[config.mk]
export PLATFORM = sky130hd
export DESIGN_NAME = lbb_bridge
export DESIGN_NICKNAME = d
export VERILOG_FILES = /design/src/lbb_pkg.sv /design/src/lbb_lane_map.sv /design/src/lbb_arb.sv /design/src/lbb_bridge.sv
export VERILOG_INCLUDE_DIRS = /design/src
export SDC_FILE = /design/constraint.sdc
export NUM_CORES = 1
export LEC_CHECK = 0
export ABC_AREA = 1
export BUFFER_PORTS_ARGS = -buffer_cell sky130_fd_sc_hd__buf_2
export CORE_MARGIN = 3
export CORE_UTILIZATION = 48
export CTS_BUF_LIST = sky130_fd_sc_hd__clkbuf_8 sky130_fd_sc_hd__clkbuf_16
export CTS_CLUSTER_DIAMETER = 120
export DETAILED_ROUTE_END_ITERATION = 6
export PLACE_DENSITY = 0.72
export SLEW_MARGIN = 20
export SYNTH_ARGS = -nofsm -noshare
export SYNTH_HDL_FRONTEND = slang
export SYNTH_HIERARCHICAL = 1
export SYNTH_SLANG_ARGS = --single-unit
[constraint.sdc]
create_clock -name core_clk -period 3.91 [get_ports core_clk]
set_clock_uncertainty 0.1 [all_clocks]
set_input_delay 0.1955 -clock core_clk [delete_from_list [all_inputs] [get_ports core_clk]]
set_output_delay 0.1955 -clock core_clk [all_outputs]
set_load 0.03 [all_outputs]
[src/lbb_cfg.svh]
`ifndef LBB_CFG_SVH
`define LBB_CFG_SVH

// Control word field positions
`define LBB_CTL_CLK_EN_BIT 0
`define LBB_CTL_ARB_EN_BIT 1
`define LBB_CTL_RDY_LSB 2
`define LBB_CTL_RDY_MSB 5
`define LBB_CTL_WIDTH_BIT 6
`define LBB_CTL_HOLD_LSB 8
`define LBB_CTL_HOLD_MSB 11
`define LBB_CTL_RESET 16'h0000

// Mode strap and bus width codes
`define LBB_MODE_BRIDGE 1'b0
`define LBB_WIDTH_8 1'b1

// Transaction length codes
`define LBB_RDY_USE_PIN 4'h0
`define LBB_RDY_MAX_CODE 4'hb

// Timing counts in local clock periods
`define LBB_RDY_TIMEOUT_LOCAL_BUS_CLOCK 4'h9
`define LBB_HOLD_BASE_LOCAL_BUS_CLOCK 32
`define LBB_HOLD_MARGIN_LOCAL_BUS_CLOCK 21'h000010

// Window decode
`define LBB_BASE_LSB 20
`define LBB_CFG_ADDR_W 16

`endif

[src/lbb_pkg.sv]
package lbb_pkg;

  typedef enum logic [1:0] {LBB_LANE_NONE, LBB_LANE_ABORT, LBB_LANE_OK} lbb_lane_kind_type;

  typedef struct packed {
    lbb_lane_kind_type kind;
    logic word;
    logic [1:0] addr_low;
    logic upper_byte_strobe_n;
  } lbb_lane_type;

  typedef struct packed {
    logic write;
    logic [31:0] addr;
    logic [3:0] pci_byte_enables_n;
    logic [31:0] wdata;
  } lbb_host_req_type;

  typedef struct packed {
    logic done;
    logic target_abort;
    logic target_retry;
    logic [31:0] rdata;
  } lbb_host_resp_type;

  typedef struct packed {
    logic valid;
    logic write;
    logic [15:0] addr;
    logic [15:0] wdata;
  } lbb_cfg_req_type;

  typedef enum logic [1:0] {LBB_IDLE, LBB_CYCLE, LBB_FINISH} lbb_state_type;

  typedef enum logic [1:0] {LBB_ARB_IDLE, LBB_ARB_REQ, LBB_ARB_OWN} lbb_arb_state_type;

endpackage : lbb_pkg

[src/lbb_lane_map.sv]
`timescale 1ns/1ps
`include "lbb_cfg.svh"

module lbb_lane_map (
  // Byte enables from the host, active low
  input wire logic [3:0] pci_byte_enables_n,
  input wire logic bus_width_select,
  // Decoded lane
  output lbb_pkg::lbb_lane_type lane
);

  function automatic lbb_pkg::lbb_lane_type decode(input logic [3:0] be_n, input logic width8);
    lbb_pkg::lbb_lane_type r;
    r.kind = lbb_pkg::LBB_LANE_OK;
    r.word = 1'b0;
    r.addr_low = 2'h0;
    case (be_n)
      4'hf: r.kind = lbb_pkg::LBB_LANE_NONE;
      4'he: r.addr_low = 2'h0;
      4'hd: r.addr_low = 2'h1;
      4'hb: r.addr_low = 2'h2;
      4'h7: r.addr_low = 2'h3;
      4'hc: begin
        r.word = 1'b1;
        r.addr_low = 2'h0;
      end
      4'h3: begin
        r.word = 1'b1;
        r.addr_low = 2'h2;
      end
      default: r.kind = lbb_pkg::LBB_LANE_ABORT;
    endcase
    if (width8 && r.word) begin
      r.kind = lbb_pkg::LBB_LANE_ABORT;
    end
    // Upper strobe low only for a word or an odd byte on the 16-bit bus
    r.upper_byte_strobe_n = width8 ? 1'b1 : ~(r.word | r.addr_low[0]);
    return r;
  endfunction : decode

  assign lane = decode(pci_byte_enables_n, bus_width_select == `LBB_WIDTH_8);

endmodule : lbb_lane_map

[src/lbb_arb.sv]
`timescale 1ns/1ps
`include "lbb_cfg.svh"

module lbb_arb #(
  parameter int unsigned HOLD_BASE_LOCAL_BUS_CLOCK = `LBB_HOLD_BASE_LOCAL_BUS_CLOCK
) (
  // Clock and reset
  input wire logic core_clk,
  input wire logic rst,
  // Control
  input wire logic local_bus_clock_tick,
  input wire logic arbitration_enable,
  input wire logic [3:0] hold_time_select,
  input wire logic access_request,
  input wire logic grant_sync,
  // Status
  output logic hold_request,
  output logic bus_owned,
  output logic access_ok
);

  lbb_pkg::lbb_arb_state_type state_reg;
  logic pending_reg;
  logic [20:0] remain_reg;
  logic [20:0] hold_len;

  assign hold_len = 21'(HOLD_BASE_LOCAL_BUS_CLOCK) << hold_time_select;
  assign access_ok = bus_owned && (remain_reg >= `LBB_HOLD_MARGIN_LOCAL_BUS_CLOCK);

  always_ff @(posedge core_clk) begin
    if (rst || !arbitration_enable) begin
      state_reg <= lbb_pkg::LBB_ARB_IDLE;
      pending_reg <= 1'b0;
      remain_reg <= 21'h000000;
      hold_request <= 1'b0;
      bus_owned <= 1'b0;
    end else begin
      case (state_reg)
        lbb_pkg::LBB_ARB_IDLE: begin
          if (access_request || pending_reg) begin
            state_reg <= lbb_pkg::LBB_ARB_REQ;
            hold_request <= 1'b1;
          end
          pending_reg <= 1'b0;
        end
        lbb_pkg::LBB_ARB_REQ: begin
          if (grant_sync) begin
            state_reg <= lbb_pkg::LBB_ARB_OWN;
            bus_owned <= 1'b1;
            remain_reg <= hold_len;
          end
        end
        lbb_pkg::LBB_ARB_OWN: begin
          pending_reg <= pending_reg || access_request;
          if (local_bus_clock_tick) begin
            remain_reg <= remain_reg - 21'h000001;
            if (remain_reg == 21'h000001) begin
              state_reg <= lbb_pkg::LBB_ARB_IDLE;
              hold_request <= 1'b0;
              bus_owned <= 1'b0;
            end
          end
        end
        default: state_reg <= lbb_pkg::LBB_ARB_IDLE;
      endcase
    end
  end
endmodule : lbb_arb

[src/lbb_bridge.sv]
// Operation
// - Mode strap low selects bridge master, high selects configuration slave.
// - Bridge mode drives all local address, data and strobes for host accesses.
// - Twenty address lines give a 1M byte window placed by the base address.
// - Width bit zero gives 16-bit data, one gives 8-bit data.
// - 8-bit width: patterns e,d,b,7 give address 0..3, upper strobe high.
// - 8-bit width: any other enable pattern except f gets a target abort.
// - No byte enables: no abort and no local cycle.
// - 16-bit width: patterns c and 3 give word cycles at 0 and 2.
// - 16-bit single bytes: even lane low byte with strobe high, odd lane high byte with strobe low.
// - 16-bit width: unsupported patterns get a target abort.
// - Arbitration off by default; when on, request then wait for grant.
// - Access while bus not owned gets retry, pins stay tri-stated.
// - Retried access still requests bus; ownership lasts the programmed period.
// - Hold field picks 32 doubling to 1048576 local clocks from grant.
// - Access proceeds only with grant and at least 16 clocks remaining.
// - Each cycle ends on external ready or after 1 to 11 local clocks.
// - Ready field: 0 pin, 1..11 fixed length, 12..15 illegal; the code treats 12..15 like 0 and waits for the ready pin.
// - No ready within 9 local clocks: retry and set error flag.
// - External interrupt sets a sticky flag driving masked PCI interrupt; the code ignores it in configuration mode.
// - Configuration mode serves external processor and ignores config select.
// - Configuration mode forwards no data between local bus and PCI.
// - Configuration mode disables arbitration, width and transaction length.
// - Configuration mode uses 16-bit address and data, upper four lines ignored.
`timescale 1ns/1ps
`include "lbb_cfg.svh"

module lbb_bridge #(
  parameter int unsigned HOLD_BASE_LOCAL_BUS_CLOCK = `LBB_HOLD_BASE_LOCAL_BUS_CLOCK
) (
  // Clock and reset
  input wire logic core_clk,
  input wire logic rst,
  // Strap and control
  input wire logic mode_select_pin,
  input wire logic [15:0] bridge_control_reg,
  input wire logic [11:0] base_address_hi,
  input wire logic irq_mask_reg,
  input wire logic local_irq_clear,
  input wire logic local_error_clear,
  input wire logic config_select_in,
  // Host request and answer
  input wire logic host_req_valid,
  input wire lbb_pkg::lbb_host_req_type host_req,
  output lbb_pkg::lbb_host_resp_type host_resp,
  // Local bus outputs
  output logic local_bus_clock,
  output logic local_bus_clock_oe,
  output logic [19:0] local_address_lines,
  output logic local_address_oe,
  output logic [15:0] local_data_out,
  output logic local_data_oe,
  output logic upper_byte_strobe_n,
  output logic write_strobe_n,
  output logic read_strobe_n,
  output logic strobe_oe,
  // Local bus inputs
  input wire logic [15:0] local_data_in,
  input wire logic [19:0] local_address_in,
  input wire logic write_strobe_in_n,
  input wire logic read_strobe_in_n,
  input wire logic chip_select_in_n,
  input wire logic transfer_ready_in_n,
  // Arbitration
  input wire logic hold_grant_in,
  output logic hold_request_out,
  output logic bus_owned_ack_n,
  output logic arb_pins_oe,
  // Interrupt and status
  input wire logic external_irq_in_n,
  output logic local_irq_flag,
  output logic local_error_flag,
  output logic pci_irq_out_n,
  output logic config_select_gated,
  // Configuration port
  output lbb_pkg::lbb_cfg_req_type cfg_req,
  input wire logic [15:0] cfg_rdata
);

  ////////////////////////////////////////////////////////////////////////////////
  // Pin synchronisers
  localparam int SYNC_W = 43;
  logic [SYNC_W-1:0] pin_vec;
  logic [SYNC_W-1:0] pin_sync1_reg;
  logic [SYNC_W-1:0] pin_sync2_reg;
  logic mode_s, ready_n_s, grant_s, irq_n_s, wr_in_n_s, rd_in_n_s, cs_n_s;
  logic [15:0] data_s;
  logic [19:0] addr_s;

  assign pin_vec = {mode_select_pin, transfer_ready_in_n, hold_grant_in, external_irq_in_n, local_data_in,
                    local_address_in, write_strobe_in_n, read_strobe_in_n, chip_select_in_n};

  always_ff @(posedge core_clk) begin
    pin_sync1_reg <= pin_vec;
    pin_sync2_reg <= pin_sync1_reg;
  end

  assign {mode_s, ready_n_s, grant_s, irq_n_s, data_s, addr_s, wr_in_n_s, rd_in_n_s, cs_n_s} = pin_sync2_reg;

  ////////////////////////////////////////////////////////////////////////////////
  // Mode and control decode
  logic bridge_mode, arb_en, width8, clk_en, fixed_len;
  logic [3:0] rdy_code, hold_code;

  assign bridge_mode = (mode_s == `LBB_MODE_BRIDGE);
  assign arb_en = bridge_mode & bridge_control_reg[`LBB_CTL_ARB_EN_BIT];
  assign width8 = bridge_mode & bridge_control_reg[`LBB_CTL_WIDTH_BIT];
  assign clk_en = bridge_mode & bridge_control_reg[`LBB_CTL_CLK_EN_BIT];
  assign rdy_code = bridge_control_reg[`LBB_CTL_RDY_MSB:`LBB_CTL_RDY_LSB];
  assign hold_code = bridge_control_reg[`LBB_CTL_HOLD_MSB:`LBB_CTL_HOLD_LSB];
  assign fixed_len = (rdy_code != `LBB_RDY_USE_PIN) && (rdy_code <= `LBB_RDY_MAX_CODE);

  ////////////////////////////////////////////////////////////////////////////////
  // Local clock, half the core rate; tick marks a rising edge
  logic local_bus_clock_reg;
  logic local_bus_clock_tick;

  always_ff @(posedge core_clk) begin
    if (rst) begin
      local_bus_clock_reg <= 1'b0;
    end else begin
      local_bus_clock_reg <= ~local_bus_clock_reg;
    end
  end

  assign local_bus_clock_tick = ~local_bus_clock_reg;
  assign local_bus_clock = local_bus_clock_reg;

  ////////////////////////////////////////////////////////////////////////////////
  // Lane decode and arbitration
  lbb_pkg::lbb_lane_type lane;
  logic hit, arb_req, arb_ok, arb_hold, arb_owned, go, lane_ok;

  lbb_lane_map u_lane (
    .pci_byte_enables_n(host_req.pci_byte_enables_n),
    .bus_width_select(width8),
    .lane(lane)
  );

  lbb_pkg::lbb_state_type state_reg, state_next;
  logic idle;

  assign idle = (state_reg == lbb_pkg::LBB_IDLE);
  assign hit = idle && host_req_valid && bridge_mode &&
               (host_req.addr[31:`LBB_BASE_LSB] == base_address_hi);
  assign lane_ok = (lane.kind == lbb_pkg::LBB_LANE_OK);
  assign arb_req = hit && lane_ok && arb_en && !arb_ok;
  assign go = hit && lane_ok && (!arb_en || arb_ok);

  lbb_arb #(.HOLD_BASE_LOCAL_BUS_CLOCK(HOLD_BASE_LOCAL_BUS_CLOCK)) u_arb (
    .core_clk(core_clk),
    .rst(rst),
    .local_bus_clock_tick(local_bus_clock_tick),
    .arbitration_enable(arb_en),
    .hold_time_select(hold_code),
    .access_request(arb_req),
    .grant_sync(grant_s),
    .hold_request(arb_hold),
    .bus_owned(arb_owned),
    .access_ok(arb_ok)
  );

  assign hold_request_out = arb_hold;

  ////////////////////////////////////////////////////////////////////////////////
  // Bridge cycle sequencer
  logic [3:0] cnt_reg, cnt_next;
  logic cur_write_reg, word_reg;
  logic ready_seen, len_done, timeout;
  logic [15:0] wr_data;

  // Word takes its half; odd byte rides the high lines on the 16-bit bus only
  assign wr_data = lane.word ? host_req.wdata[16*lane.addr_low[1] +: 16] :
                   (!width8 && lane.addr_low[0]) ? {host_req.wdata[8*lane.addr_low +: 8], 8'h00} :
                   {8'h00, host_req.wdata[8*lane.addr_low +: 8]};
  assign ready_seen = !fixed_len && !ready_n_s;
  assign len_done = fixed_len && (cnt_reg + 4'h1 == rdy_code);
  assign timeout = !fixed_len && ready_n_s && (cnt_reg + 4'h1 == `LBB_RDY_TIMEOUT_LOCAL_BUS_CLOCK);

  always_comb begin
    state_next = state_reg;
    cnt_next = cnt_reg;
    case (state_reg)
      lbb_pkg::LBB_IDLE: begin
        cnt_next = 4'h0;
        if (go) begin
          state_next = lbb_pkg::LBB_CYCLE;
        end
      end
      lbb_pkg::LBB_CYCLE: begin
        if (local_bus_clock_tick) begin
          cnt_next = cnt_reg + 4'h1;
          if (ready_seen || len_done || timeout) begin
            state_next = lbb_pkg::LBB_FINISH;
          end
        end
      end
      lbb_pkg::LBB_FINISH: state_next = lbb_pkg::LBB_IDLE;
      default: state_next = lbb_pkg::LBB_IDLE;
    endcase
  end

  logic cycle_end;
  assign cycle_end = (state_reg == lbb_pkg::LBB_CYCLE) && local_bus_clock_tick && (ready_seen || len_done || timeout);

  always_ff @(posedge core_clk) begin
    if (rst) begin
      state_reg <= lbb_pkg::LBB_IDLE;
      cnt_reg <= 4'h0;
      cur_write_reg <= 1'b0;
      word_reg <= 1'b0;
    end else begin
      state_reg <= state_next;
      cnt_reg <= cnt_next;
      if (go) begin
        cur_write_reg <= host_req.write;
        word_reg <= lane.word;
      end
    end
  end

  ////////////////////////////////////////////////////////////////////////////////
  // Local pin drivers
  logic cfg_read_drive;
  assign cfg_read_drive = !bridge_mode && !cs_n_s && !rd_in_n_s;

  always_ff @(posedge core_clk) begin
    if (rst) begin
      local_address_lines <= 20'h00000;
      local_address_oe <= 1'b0;
      local_data_out <= 16'h0000;
      local_data_oe <= 1'b0;
      upper_byte_strobe_n <= 1'b1;
      write_strobe_n <= 1'b1;
      read_strobe_n <= 1'b1;
      strobe_oe <= 1'b0;
      arb_pins_oe <= 1'b0;
      local_bus_clock_oe <= 1'b0;
      bus_owned_ack_n <= 1'b1;
    end else begin
      arb_pins_oe <= arb_en;
      bus_owned_ack_n <= ~arb_owned;
      local_bus_clock_oe <= clk_en;
      strobe_oe <= bridge_mode && (!arb_en || arb_owned);
      if (go) begin
        local_address_lines <= {host_req.addr[19:2], lane.addr_low};
        local_address_oe <= 1'b1;
        local_data_out <= wr_data;
        local_data_oe <= host_req.write;
        upper_byte_strobe_n <= lane.upper_byte_strobe_n;
        write_strobe_n <= ~host_req.write;
        read_strobe_n <= host_req.write;
      end else if (cycle_end) begin
        write_strobe_n <= 1'b1;
        read_strobe_n <= 1'b1;
      end else if (state_reg != lbb_pkg::LBB_CYCLE) begin
        local_address_oe <= 1'b0;
        upper_byte_strobe_n <= 1'b1;
        local_data_oe <= cfg_read_drive;
        local_data_out <= cfg_read_drive ? cfg_rdata : local_data_out;
      end
    end
  end

  ////////////////////////////////////////////////////////////////////////////////
  // Host answer and status flags
  logic [31:0] rd_data;
  logic irq_prev_reg;
  logic irq_fall;

  assign rd_data = (width8 || !word_reg) ? {4{data_s[7:0] | data_s[15:8]}} : {2{data_s}};
  assign irq_fall = irq_prev_reg && !irq_n_s && bridge_mode;

  always_ff @(posedge core_clk) begin
    if (rst) begin
      host_resp <= '0;
      local_error_flag <= 1'b0;
      local_irq_flag <= 1'b0;
      irq_prev_reg <= 1'b1;
      pci_irq_out_n <= 1'b1;
      config_select_gated <= 1'b0;
    end else begin
      host_resp.done <= (hit && !go) || cycle_end;
      host_resp.target_abort <= hit && (lane.kind == lbb_pkg::LBB_LANE_ABORT);
      host_resp.target_retry <= arb_req || (cycle_end && timeout);
      if (cycle_end && !cur_write_reg) begin
        host_resp.rdata <= rd_data;
      end
      local_error_flag <= (cycle_end && timeout) || (local_error_flag && !local_error_clear);
      irq_prev_reg <= irq_n_s;
      local_irq_flag <= irq_fall || (local_irq_flag && !local_irq_clear);
      pci_irq_out_n <= ~(local_irq_flag && !irq_mask_reg);
      config_select_gated <= config_select_in && bridge_mode;
    end
  end

  ////////////////////////////////////////////////////////////////////////////////
  // Configuration slave port
  logic wr_prev_reg, rd_prev_reg;

  always_ff @(posedge core_clk) begin
    if (rst) begin
      wr_prev_reg <= 1'b1;
      rd_prev_reg <= 1'b1;
      cfg_req <= '0;
    end else begin
      wr_prev_reg <= wr_in_n_s;
      rd_prev_reg <= rd_in_n_s;
      cfg_req.valid <= !bridge_mode && !cs_n_s && ((wr_prev_reg && !wr_in_n_s) || (rd_prev_reg && !rd_in_n_s));
      cfg_req.write <= !wr_in_n_s;
      cfg_req.addr <= addr_s[`LBB_CFG_ADDR_W-1:0];
      cfg_req.wdata <= data_s;
    end
  end
endmodule : lbb_bridge

After elaboration in Yosys (flattened, before gate mapping)
Cells that the tools add are included.
{ "word_totals": {"inputBits": 163, "reg_bits": 242} }
{ "op_classes": {"magnitude_cmp": 2, "eq_ne": 25, "n_reduce_logical": 80, "n_addsub": 2, "n_shift": 3, "n_bitwise": 11, "muxes": 45} }
{ "ops": {"columns": ["cell", "count"], "rows": [
  ["2-to-1 mux 16 bit", 6],
  ["2-to-1 mux 21 bit", 2],
  ["one-hot mux 21 bit (2 select lines)", 1],
  ["logical AND 1 bit", 33],
  ["2-to-1 mux 32 bit", 1],
  ["variable part select 32 x 6 -> 16 bit", 1],
  ["variable part select 32 x 6 -> 8 bit", 1],
  ["equality test 4 bit, second input constant", 6],
  ["equality test 21 x 1 -> 1 bit, second input constant", 1],
  [">= comparator 21 x 5 -> 1 bit, second input constant", 1],
  ["<< shifter 6 x 4 -> 21 bit, first input constant", 1],
  ["subtractor 21 x 1 -> 21 bit, second input constant", 1],
  ["2-to-1 mux 1 bit", 18],
  ["2-to-1 mux 2 bit", 8],
  ["logical NOT 1 bit", 15],
  ["equality test 12 bit", 1],
  ["logical OR 1 bit", 12],
  ["!= test 2 bit, second input constant", 6],
  ["one-hot mux 2 bit (3 select lines)", 2],
  ["AND reduction 4 bit", 3],
  ["nonzero test 2 bit", 6],
  ["AND reduction 3 bit", 3],
  ["OR 8 bit", 1],
  ["one-hot mux 2 bit (2 select lines)", 2],
  ["19 further kinds", 36]
]} }

Longest topological paths before layout
Gate-level depths: netlist (run 1).
{ "logic_depth": {"depth_word": 12, "mapped_depth": 15} }

Cells and area by module
Netlist (run 1), hierarchy kept.
{ "modules_own_cells": {"columns": ["mod", "area_each_um2", "n_inst", "cells_per_inst", "seq_area_each_um2"], "rows": [
  ["lbb_bridge", 6861.6, 1, 858, 3843.7],
  ["lbb_arb", 1795.5, 1, 290, 520.5],
  ["lbb_lane_map", 102.6, 1, 20, 0.0]
]} }

Worst setup path before layout (run 1)
No wires, ideal clock.
{ "synth_path": {"path_kind": "flip-flop to flip-flop", "startpoint": "reg u_arb.remain_reg[9]", "endpoint": "reg local_data_out[10]", "path_slack_ns": 1.839, "arrival_time_ns": 1.839, "setup_ns": 0.132, "n_path_buf": 1, "path_stages_with_launch": 14, "required_time_ns": 3.678, "path_cell_list": "dfxtp_1 -> nor2_2 -> nand2_1 -> nor3_1 -> nand2_1 -> nand2_1 -> inv_1 -> nor2_1 -> inv_1 -> nand4_2 -> buf_1 -> o21ai_0 -> nand2_1 -> a21oi_1"} }
{ "synth_via": {"elab_chain_len": 6} }
{ "synth_lines": {"columns": ["item", "line_no", "source"], "rows": [
  ["start: declaration", "lbb_arb.sv:24", "logic [20:0] remain_reg;"],
  ["start signal: assignment", "lbb_arb.sv:50", "remain_reg <= hold_len;"],
  ["start signal: assignment", "lbb_arb.sv:56", "remain_reg <= remain_reg - 21'h000001;"],
  [">= comparator 21 x 5 -> 1 bit (no source line) *", null, null],
  ["logical AND 1 bit *", "lbb_arb.sv:28", "assign access_ok = bus_owned && (remain_reg >= `LBB_HOLD_MARGIN_LOCAL_BUS_CLOCK);"],
  ["named net arb_ok", "lbb_bridge.sv:132", "logic hit, arb_req, arb_ok, arb_hold, arb_owned, go, lane_ok;"],
  ["logical OR 1 bit *", "lbb_bridge.sv:148", "assign go = hit && lane_ok && (!arb_en || arb_ok);"],
  ["logical AND 1 bit *", "lbb_bridge.sv:148", null],
  ["!= test 2 bit (no source line) / nonzero test 2 bit (equally long branches)", null, null],
  ["AND reduction 3 bit (no source line)", null, null],
  ["end signal: assignment", "lbb_bridge.sv:248", "local_data_out <= wr_data;"],
  ["end signal: assignment", "lbb_bridge.sv:260", "local_data_out <= cfg_read_drive ? cfg_rdata : local_data_out;"],
  ["end: declaration", "lbb_bridge.sv:51", "output logic [15:0] local_data_out,"]
]} }
Mark *: on every way through the listed nets, which the timed path passes. The rest lies on a longest branch.
A chain may end at the register's enable or synchronous reset.

Worst setup path in the final report (run 1)
{ "layout_path": {"startpoint": "reg u_arb.remain_reg[9]", "endpoint": "reg local_data_out[8]"} }
Same word-level chain as after synthesis.

==> metrics.txt, run 1 <==
Worst Hold Class=primary input to flip-flop; largest family of logic cells by synthesized area=simple AND/OR/NAND/NOR gates; Peak Freq=0.347 GHz; Post-Syn Instances=1168; setup bufs post-CTS=0; first-pass GRT wire length=39600 um; post-layout net count=1660; final setup fails=0; DR vias/cell=4.93; Detail Route Antenna Nets=0; non-filler cells, final=~1700; port buffer count=271; register bit total from synthesis=218; Bufs on Longest Clock Path=3; CTS tree=done; GRT busiest layer=met2; WHS=29.8 ps; initial antenna violation count=1; CTS root buffer=clkbuf_16; area of the multi-input gates=around 3500 um^2; Lkg Pwr=~5.9 nW; XOR/XNOR share of the synthesized area=0.0100; status=completed; largest net degree at the start of global routing=57; sequential share of the synthesized area=0.498; FF+latch area=between 4000 and 5000 um^2; setup TNS=0 ps; synth unique cells=39; H-tree depth=1; Simple-Gate Fraction of Synth Area=0.254; Initial Utilization=0.498; Synth Area in Compound Gates=0.123; die footprint=19900 um^2; clock transition at the registers of the reported paths=60 ps; drt wl/cell=14.4 um; part of the cycle the worst path needs=0.738; GPL Wtd Cong=0.906; Post-DP HPWL=16900 um; met2 usage=0.412; Final Util=0.669; CP required=4230 ps; Core Rows=48; drt pass-1 iters=5; GRT overflow=0; Slew Limit Fails=0; grt met3 use=0.0424; Tmin final=2880 ps; number of clock sinks=218; Ports=283; fillers=1437; gr usage total=0.241; worst slack at placement=roughly 1000 ps; Die Ht=141 um; synth warn=6; adder-cell share of the synthesized area=0.00714; final setup margin=1030 ps; Initial DRC Count=680; CP Launch Type=flip-flop; WS Path Type=flip-flop to flip-flop; Global Route met1 Usage=0.301; CP endpoint kind=flip-flop; dpl cells=1611; Antenna Cells=0; multiplexer share of the synthesized area=0.00114; Die Width=141 um; vias=between 8000 and 9000; CTS buffer count=23; syn_area_per_cell=7.50 um^2; total wire length=approximately 25000 um; Residual DRC=0; Worst EP arrival=~3200 ps; max_cap viols=0; worst rel slew slack=0.349; Least-Margin Pin Slew=975 ps; area grow syn2layout=34.5%; pwr dens=438 nW/um^2; Crit Path Max Fanout=37; mapped cell area=8760 um^2; Skew-Pair Late Insertion Delay=520 ps; final hold vios=0; RSZ-0062 raised after global routing=no; VDD IR max=0.362 mV; Synthesized Nets=1336; Core Area=17600 um^2; CTS resizes=0; share of cells above drive strength 1=0.237; vias in the first global route=8135
==> kinds of logic (layout without fill, tap and decap cells) <==
logic type | Yosys count | in the layout
and+or+nand+nor | 506 | 506
buffers and inverters | 220 | 560
DFF | 218 | 218
AOI/OAI and AO/OA | 208 | 208
xor gates and xnor gates | 10 | 10
adders and majority gates | 5 | 5
muxes | 1 | 1
==> layer usage <==
metal / vias to the layer above / share of wire
li1: 4328 / -
met1: 3784 / 0.39
met2: 347 / 0.49
met3: 77 / 0.079
met4: 2 / 0.040
met5: - / 0.00048
==> cell type report <==
type | count | share of cell area
Multi-Input combinational cell | 730 | 0.293
Timing Repair Buffer | 359 | 0.188
Inverter | 160 | 0.0512
Clock buffer | 28 | 0.0547
Clock inverter | 13 | 0.0178
Sequential cell | 218 | 0.371
Tap cell | 225 | 0.0239
==> synthesized netlist by cell type <==
cell,number,share of area
nand2_4,2,0.0026
a2111oi_0,1,0.0010
a211oi_2,1,0.0014
nand2_1,182,0.078
inv_2,5,0.0021
o211a_1,1,0.0011
nor2_2,12,0.0086
nor2_1,187,0.080
o21ai_1,4,0.0023
nand2_2,9,0.0064
clkinv_1,2,0.00086
nand4_1,24,0.017
clkbuf_1,21,0.0090
a21o_1,2,0.0017
inv_4,1,0.00071
nand3_4,2,0.0040
xor2_1,4,0.0040
nand3_1,59,0.034
buf_1,6,0.0026
o211ai_1,1,0.00086
ha_1,5,0.0071
buf_6,3,0.0039
o22ai_1,5,0.0036
inv_1,152,0.065
dfxtp_1,218,0.50
buf_2,8,0.0046
nor2_4,3,0.0039
o21ai_0,98,0.056
nand4_2,1,0.0014
nand3b_1,9,0.0077
xnor2_1,6,0.0060
or2_2,4,0.0029
a21boi_0,1,0.00086
nor3_1,10,0.0057
a21oi_1,94,0.054
and2_1,2,0.0014
clkbuf_2,1,0.00057
buf_4,21,0.018
mux2i_1,1,0.0011
==> critical path, stage by stage, from the launching register on <==
cell	delay, ps
dfxtp_1	350
nor2_2	210
nand2_1	140
nor3_1	270
nand2_1	80
nand2_1	70
inv_1	40
nor2_1	280
inv_1	90
nand4_2	520
nand2_1	360
a21oi_1	270
==> power breakdown <==
group / switching (mW) / leakage, nW / internal (mW) / total [mW]
clock: 0.892 / 0.425 / 1.51 / 2.40
combinational: 0.251 / 3.71 / 0.188 / 0.439
sequential: 0.0286 / 1.80 / 2.29 / 2.32
==> path summary, 6_finish.rpt <==
| path | slack (ps) | cells after the start | endpoint | start |
|---|---|---|---|---|
| worst max-delay path | 1030 | 11 | local_data_out[8] | u_arb/remain_reg[9] |
| worst min-delay path | 30 | 5 | upper_byte_strobe_n | host_req[33] |
| worst max register to register | 1030 | 11 | local_data_out[8] | u_arb/remain_reg[9] |
| worst min register to register | 230 | 0 | pin_sync2_reg[38] | pin_sync1_reg[38] |
==> metrics by stage <==
| step | cell area [um^2] | power, mW |
|---|---|---|
| final | 11800 | 5.16 |
| after detailed placement | 10100 | 2.74 |
| after CTS | 11800 | 5.21 |
| after global placement | 10100 | 2.73 |
| after floorplan | 8760 | 2.58 |
| after global routing | 11800 | 5.36 |
==> placed cells by master (no fill, tap or decap), types with 3 or more instances in the layout <==
cell type,instances
o22ai_1,5
clkbuf_8,5
nand3_1,59
o21ai_0,98
dfxtp_1,218
xor2_1,4
a21oi_1,94
nand2_1,182
or2_2,4
nand3b_1,9
nand4_1,24
nor2_2,12
inv_1,153
clkinv_2,4
buf_2,271
buf_4,7
inv_2,5
nor2_4,3
xnor2_1,6
nor2_1,187
o21ai_1,4
ha_1,5
nor3_1,10
bufinv_16,5
dlygate4sd3_1,81
clkbuf_16,23
nand2_2,9
==> timing repair <==
item | CTS | global route
endpoints found under the hold margin | 89 | 0
setup endpoints to repair | 0 | 0
hold buffers | 81 | 0
No activity file was read; power rests on OpenSTA's default activity.
==> inputs of run 2 (changes only) <==
--- a/config.mk
+++ b/config.mk
@@ -9,7 +9,7 @@
 export ABC_AREA = 1
 export BUFFER_PORTS_ARGS = -buffer_cell sky130_fd_sc_hd__buf_2
 export CORE_MARGIN = 3
-export CORE_UTILIZATION = 48
+export CORE_UTILIZATION = 46
 export CTS_BUF_LIST = sky130_fd_sc_hd__clkbuf_8 sky130_fd_sc_hd__clkbuf_16
 export CTS_CLUSTER_DIAMETER = 120
 export DETAILED_ROUTE_END_ITERATION = 6
==> constraint.sdc (replaced) <==
create_clock -name core_clk -period 2.47 [get_ports core_clk]
set_clock_uncertainty 0.1 [all_clocks]
set_input_delay 0.1235 -clock core_clk [delete_from_list [all_inputs] [get_ports core_clk]]
set_output_delay 0.1235 -clock core_clk [all_outputs]
set_load 0.03 [all_outputs]
==> metrics.txt, run 2 (synthesis results as in run 1) <==
Crit Path Max Fanout=18; CP Launch Type=flip-flop; Initial Utilization=0.478; area grow syn2layout=36.3%; GRT overflow=0; final hold vios=0; Worst R2R Start=pin_sync2_reg[42]; CTS buffer count=22; pwr dens=around 650 nW/um^2; Worst EP arrival=2610 ps; Ports=283; most common cell after layout, fill and taps aside=buf_2; Worst R2R Setup Slack=just under 200 ps; Slew Limit Fails=0; clock transition at the registers of the reported paths=60 ps; Skew-Pair Late Insertion Delay=500 ps; part of the cycle the worst path needs=0.920; Core Rows=49; WL met2=12100 um; final setup fails=0; gr usage total=0.229; slowest CP cell=nor2_2; initial antenna violation count=1; VDD IR max=0.642 mV; Residual DRC=0; Lkg Pwr=6.04 nW; Peak Freq=0.440 GHz; crit path from=pin_sync2_reg[42]; Detail Route Antenna Nets=0; CTS root buffer=clkbuf_16; fillers=1539; Post-DP HPWL=17600 um; Bufs on Longest Clock Path=3; share of cells above drive strength 1=0.243; drt pass-1 iters=5; WP depth=12; RSZ-0062 raised after global routing=no; Core Area=18300 um^2; port buffer count=271; drt wl/cell=14.4 um; total wire length=25400 um; Worst Hold Class=primary input to flip-flop; largest net degree at the start of global routing=40; CTS tree=done; max_cap viols=0; Final Util=0.651; Initial DRC Count=390; Critical Path End=local_address_lines[2]; metal3 WL=1680 um; DR vias/cell=4.90; DRT met1 WL=10700 um; max layer used=met4; vias=8636; setup TNS=0 ps; post-layout net count=1686; status=completed; die footprint=approximately 21000 um^2; Die Width=144 um; most frequent cells in the layout=buf_2, dfxtp_1, nor2_1; cell family with most CP delay=simple AND/OR/NAND/NOR gates; GPL Wtd Cong=0.926; crit path buf inv count=3; number of clock sinks=218; Die Ht=144 um; worst rel slew slack=0.541; CP endpoint kind=flip-flop; R2R depth=12; crit-path max cell delay=a little over 600 ps; CP required=2810 ps; Least-Margin Pin Slew=688 ps; reg2reg end=local_address_lines[2]; Tmin final=between 2000 and 2500 ps; WHS=26.7 ps; Hold Crit Depth=5; WS Path Type=flip-flop to flip-flop; vias in the first global route=8004; H-tree depth=1; first-pass GRT wire length=38600 um; Cell Chain, Critical Path=inv_2 -> nand2_1 -> inv_1 -> nand2_2 -> nand2_2 -> nor2_2 -> inv_1 -> nor2_1 -> nand3_1 -> nor2_2 -> o21ai_0 -> nor2_1
run 2: changes by cell type in the layout (fill, tap and decap cells not counted), moves of 2 or more:
cell and delta:
buf_12 +3, dlygate4sd3_1 +9, bufinv_16 -3, inv_1 +3, buf_4 +14, diode_2 +2
run 2: worst min-delay path by stage:
stage | startpoint | endpoint
3_3_place_gp | local_address_in[4] | pin_sync1_reg[7]
5_1_grt | bridge_control_reg[6] | upper_byte_strobe_n
6_report | host_req[5] | local_data_out[5]
3_5_place_dp | transfer_ready_in_n | pin_sync1_reg[41]
2_1_floorplan | chip_select_in_n | pin_sync1_reg[0]
4_1_cts | host_req[5] | local_data_out[5]
run 2: worst reg2reg max path: cells and delay by family, from the launching register on:
family	cells	cell delay [ps]
and+or+nand+nor	8	1460
DFF	1	320
buffers and inverters	3	170
AOI/OAI and AO/OA	1	170
run 2: power breakdown:
group / switching (mW) / internal, mW / leakage (nW) / total [mW]
Sequential: 0.0454 / 3.63 / 1.80 / 3.68
Clock: 1.35 / 1.99 / 0.383 / 3.34
Combinational: 0.410 / 0.315 / 3.85 / 0.725
Total: 1.81 / 5.94 / 6.04 / 7.74
run 2: layer usage:
metal	GRT usage	vias to the layer above
met2	0.389	343
met1	0.294	3839
met5	0	-
met3	0.0351	65
li1	-	4389
met4	0.0907	0
run 2: repair_timing:
action | 4_1_cts | 5_1_grt
hold endpoints to repair | 97 | 0
setup endpoints to repair | 0 | 14
resized for setup | 0 | 1
buffers inserted | 0 | 3
hold buffers | 90 | 0
run 2: cell type report:
type                            instances  area (um^2)  area share
Sequential cell                       218         4360       0.366
Clock buffer                           27          619      0.0519
Clock inverter                         12          120      0.0101
Tap cell                              229          287      0.0240
Inverter                              160          603      0.0505
Timing Repair Buffer                  385         2470       0.207
Multi-Input combinational cell        731         3460       0.290
Antenna cell                            2         5.00    0.000419
run 2: per-stage QoR:
stage                     power [mW]  area, um^2  setup slack, ps  instances
after floorplan                 4.08        8760              399       1168
after global placement          4.35       10200              136       1629
after detailed placement        4.35       10200             69.6       1629
after CTS                       7.79       11900             70.9       1758
after global routing            8.01       11900             1.61       1763
final                           7.74       11900              198       1764
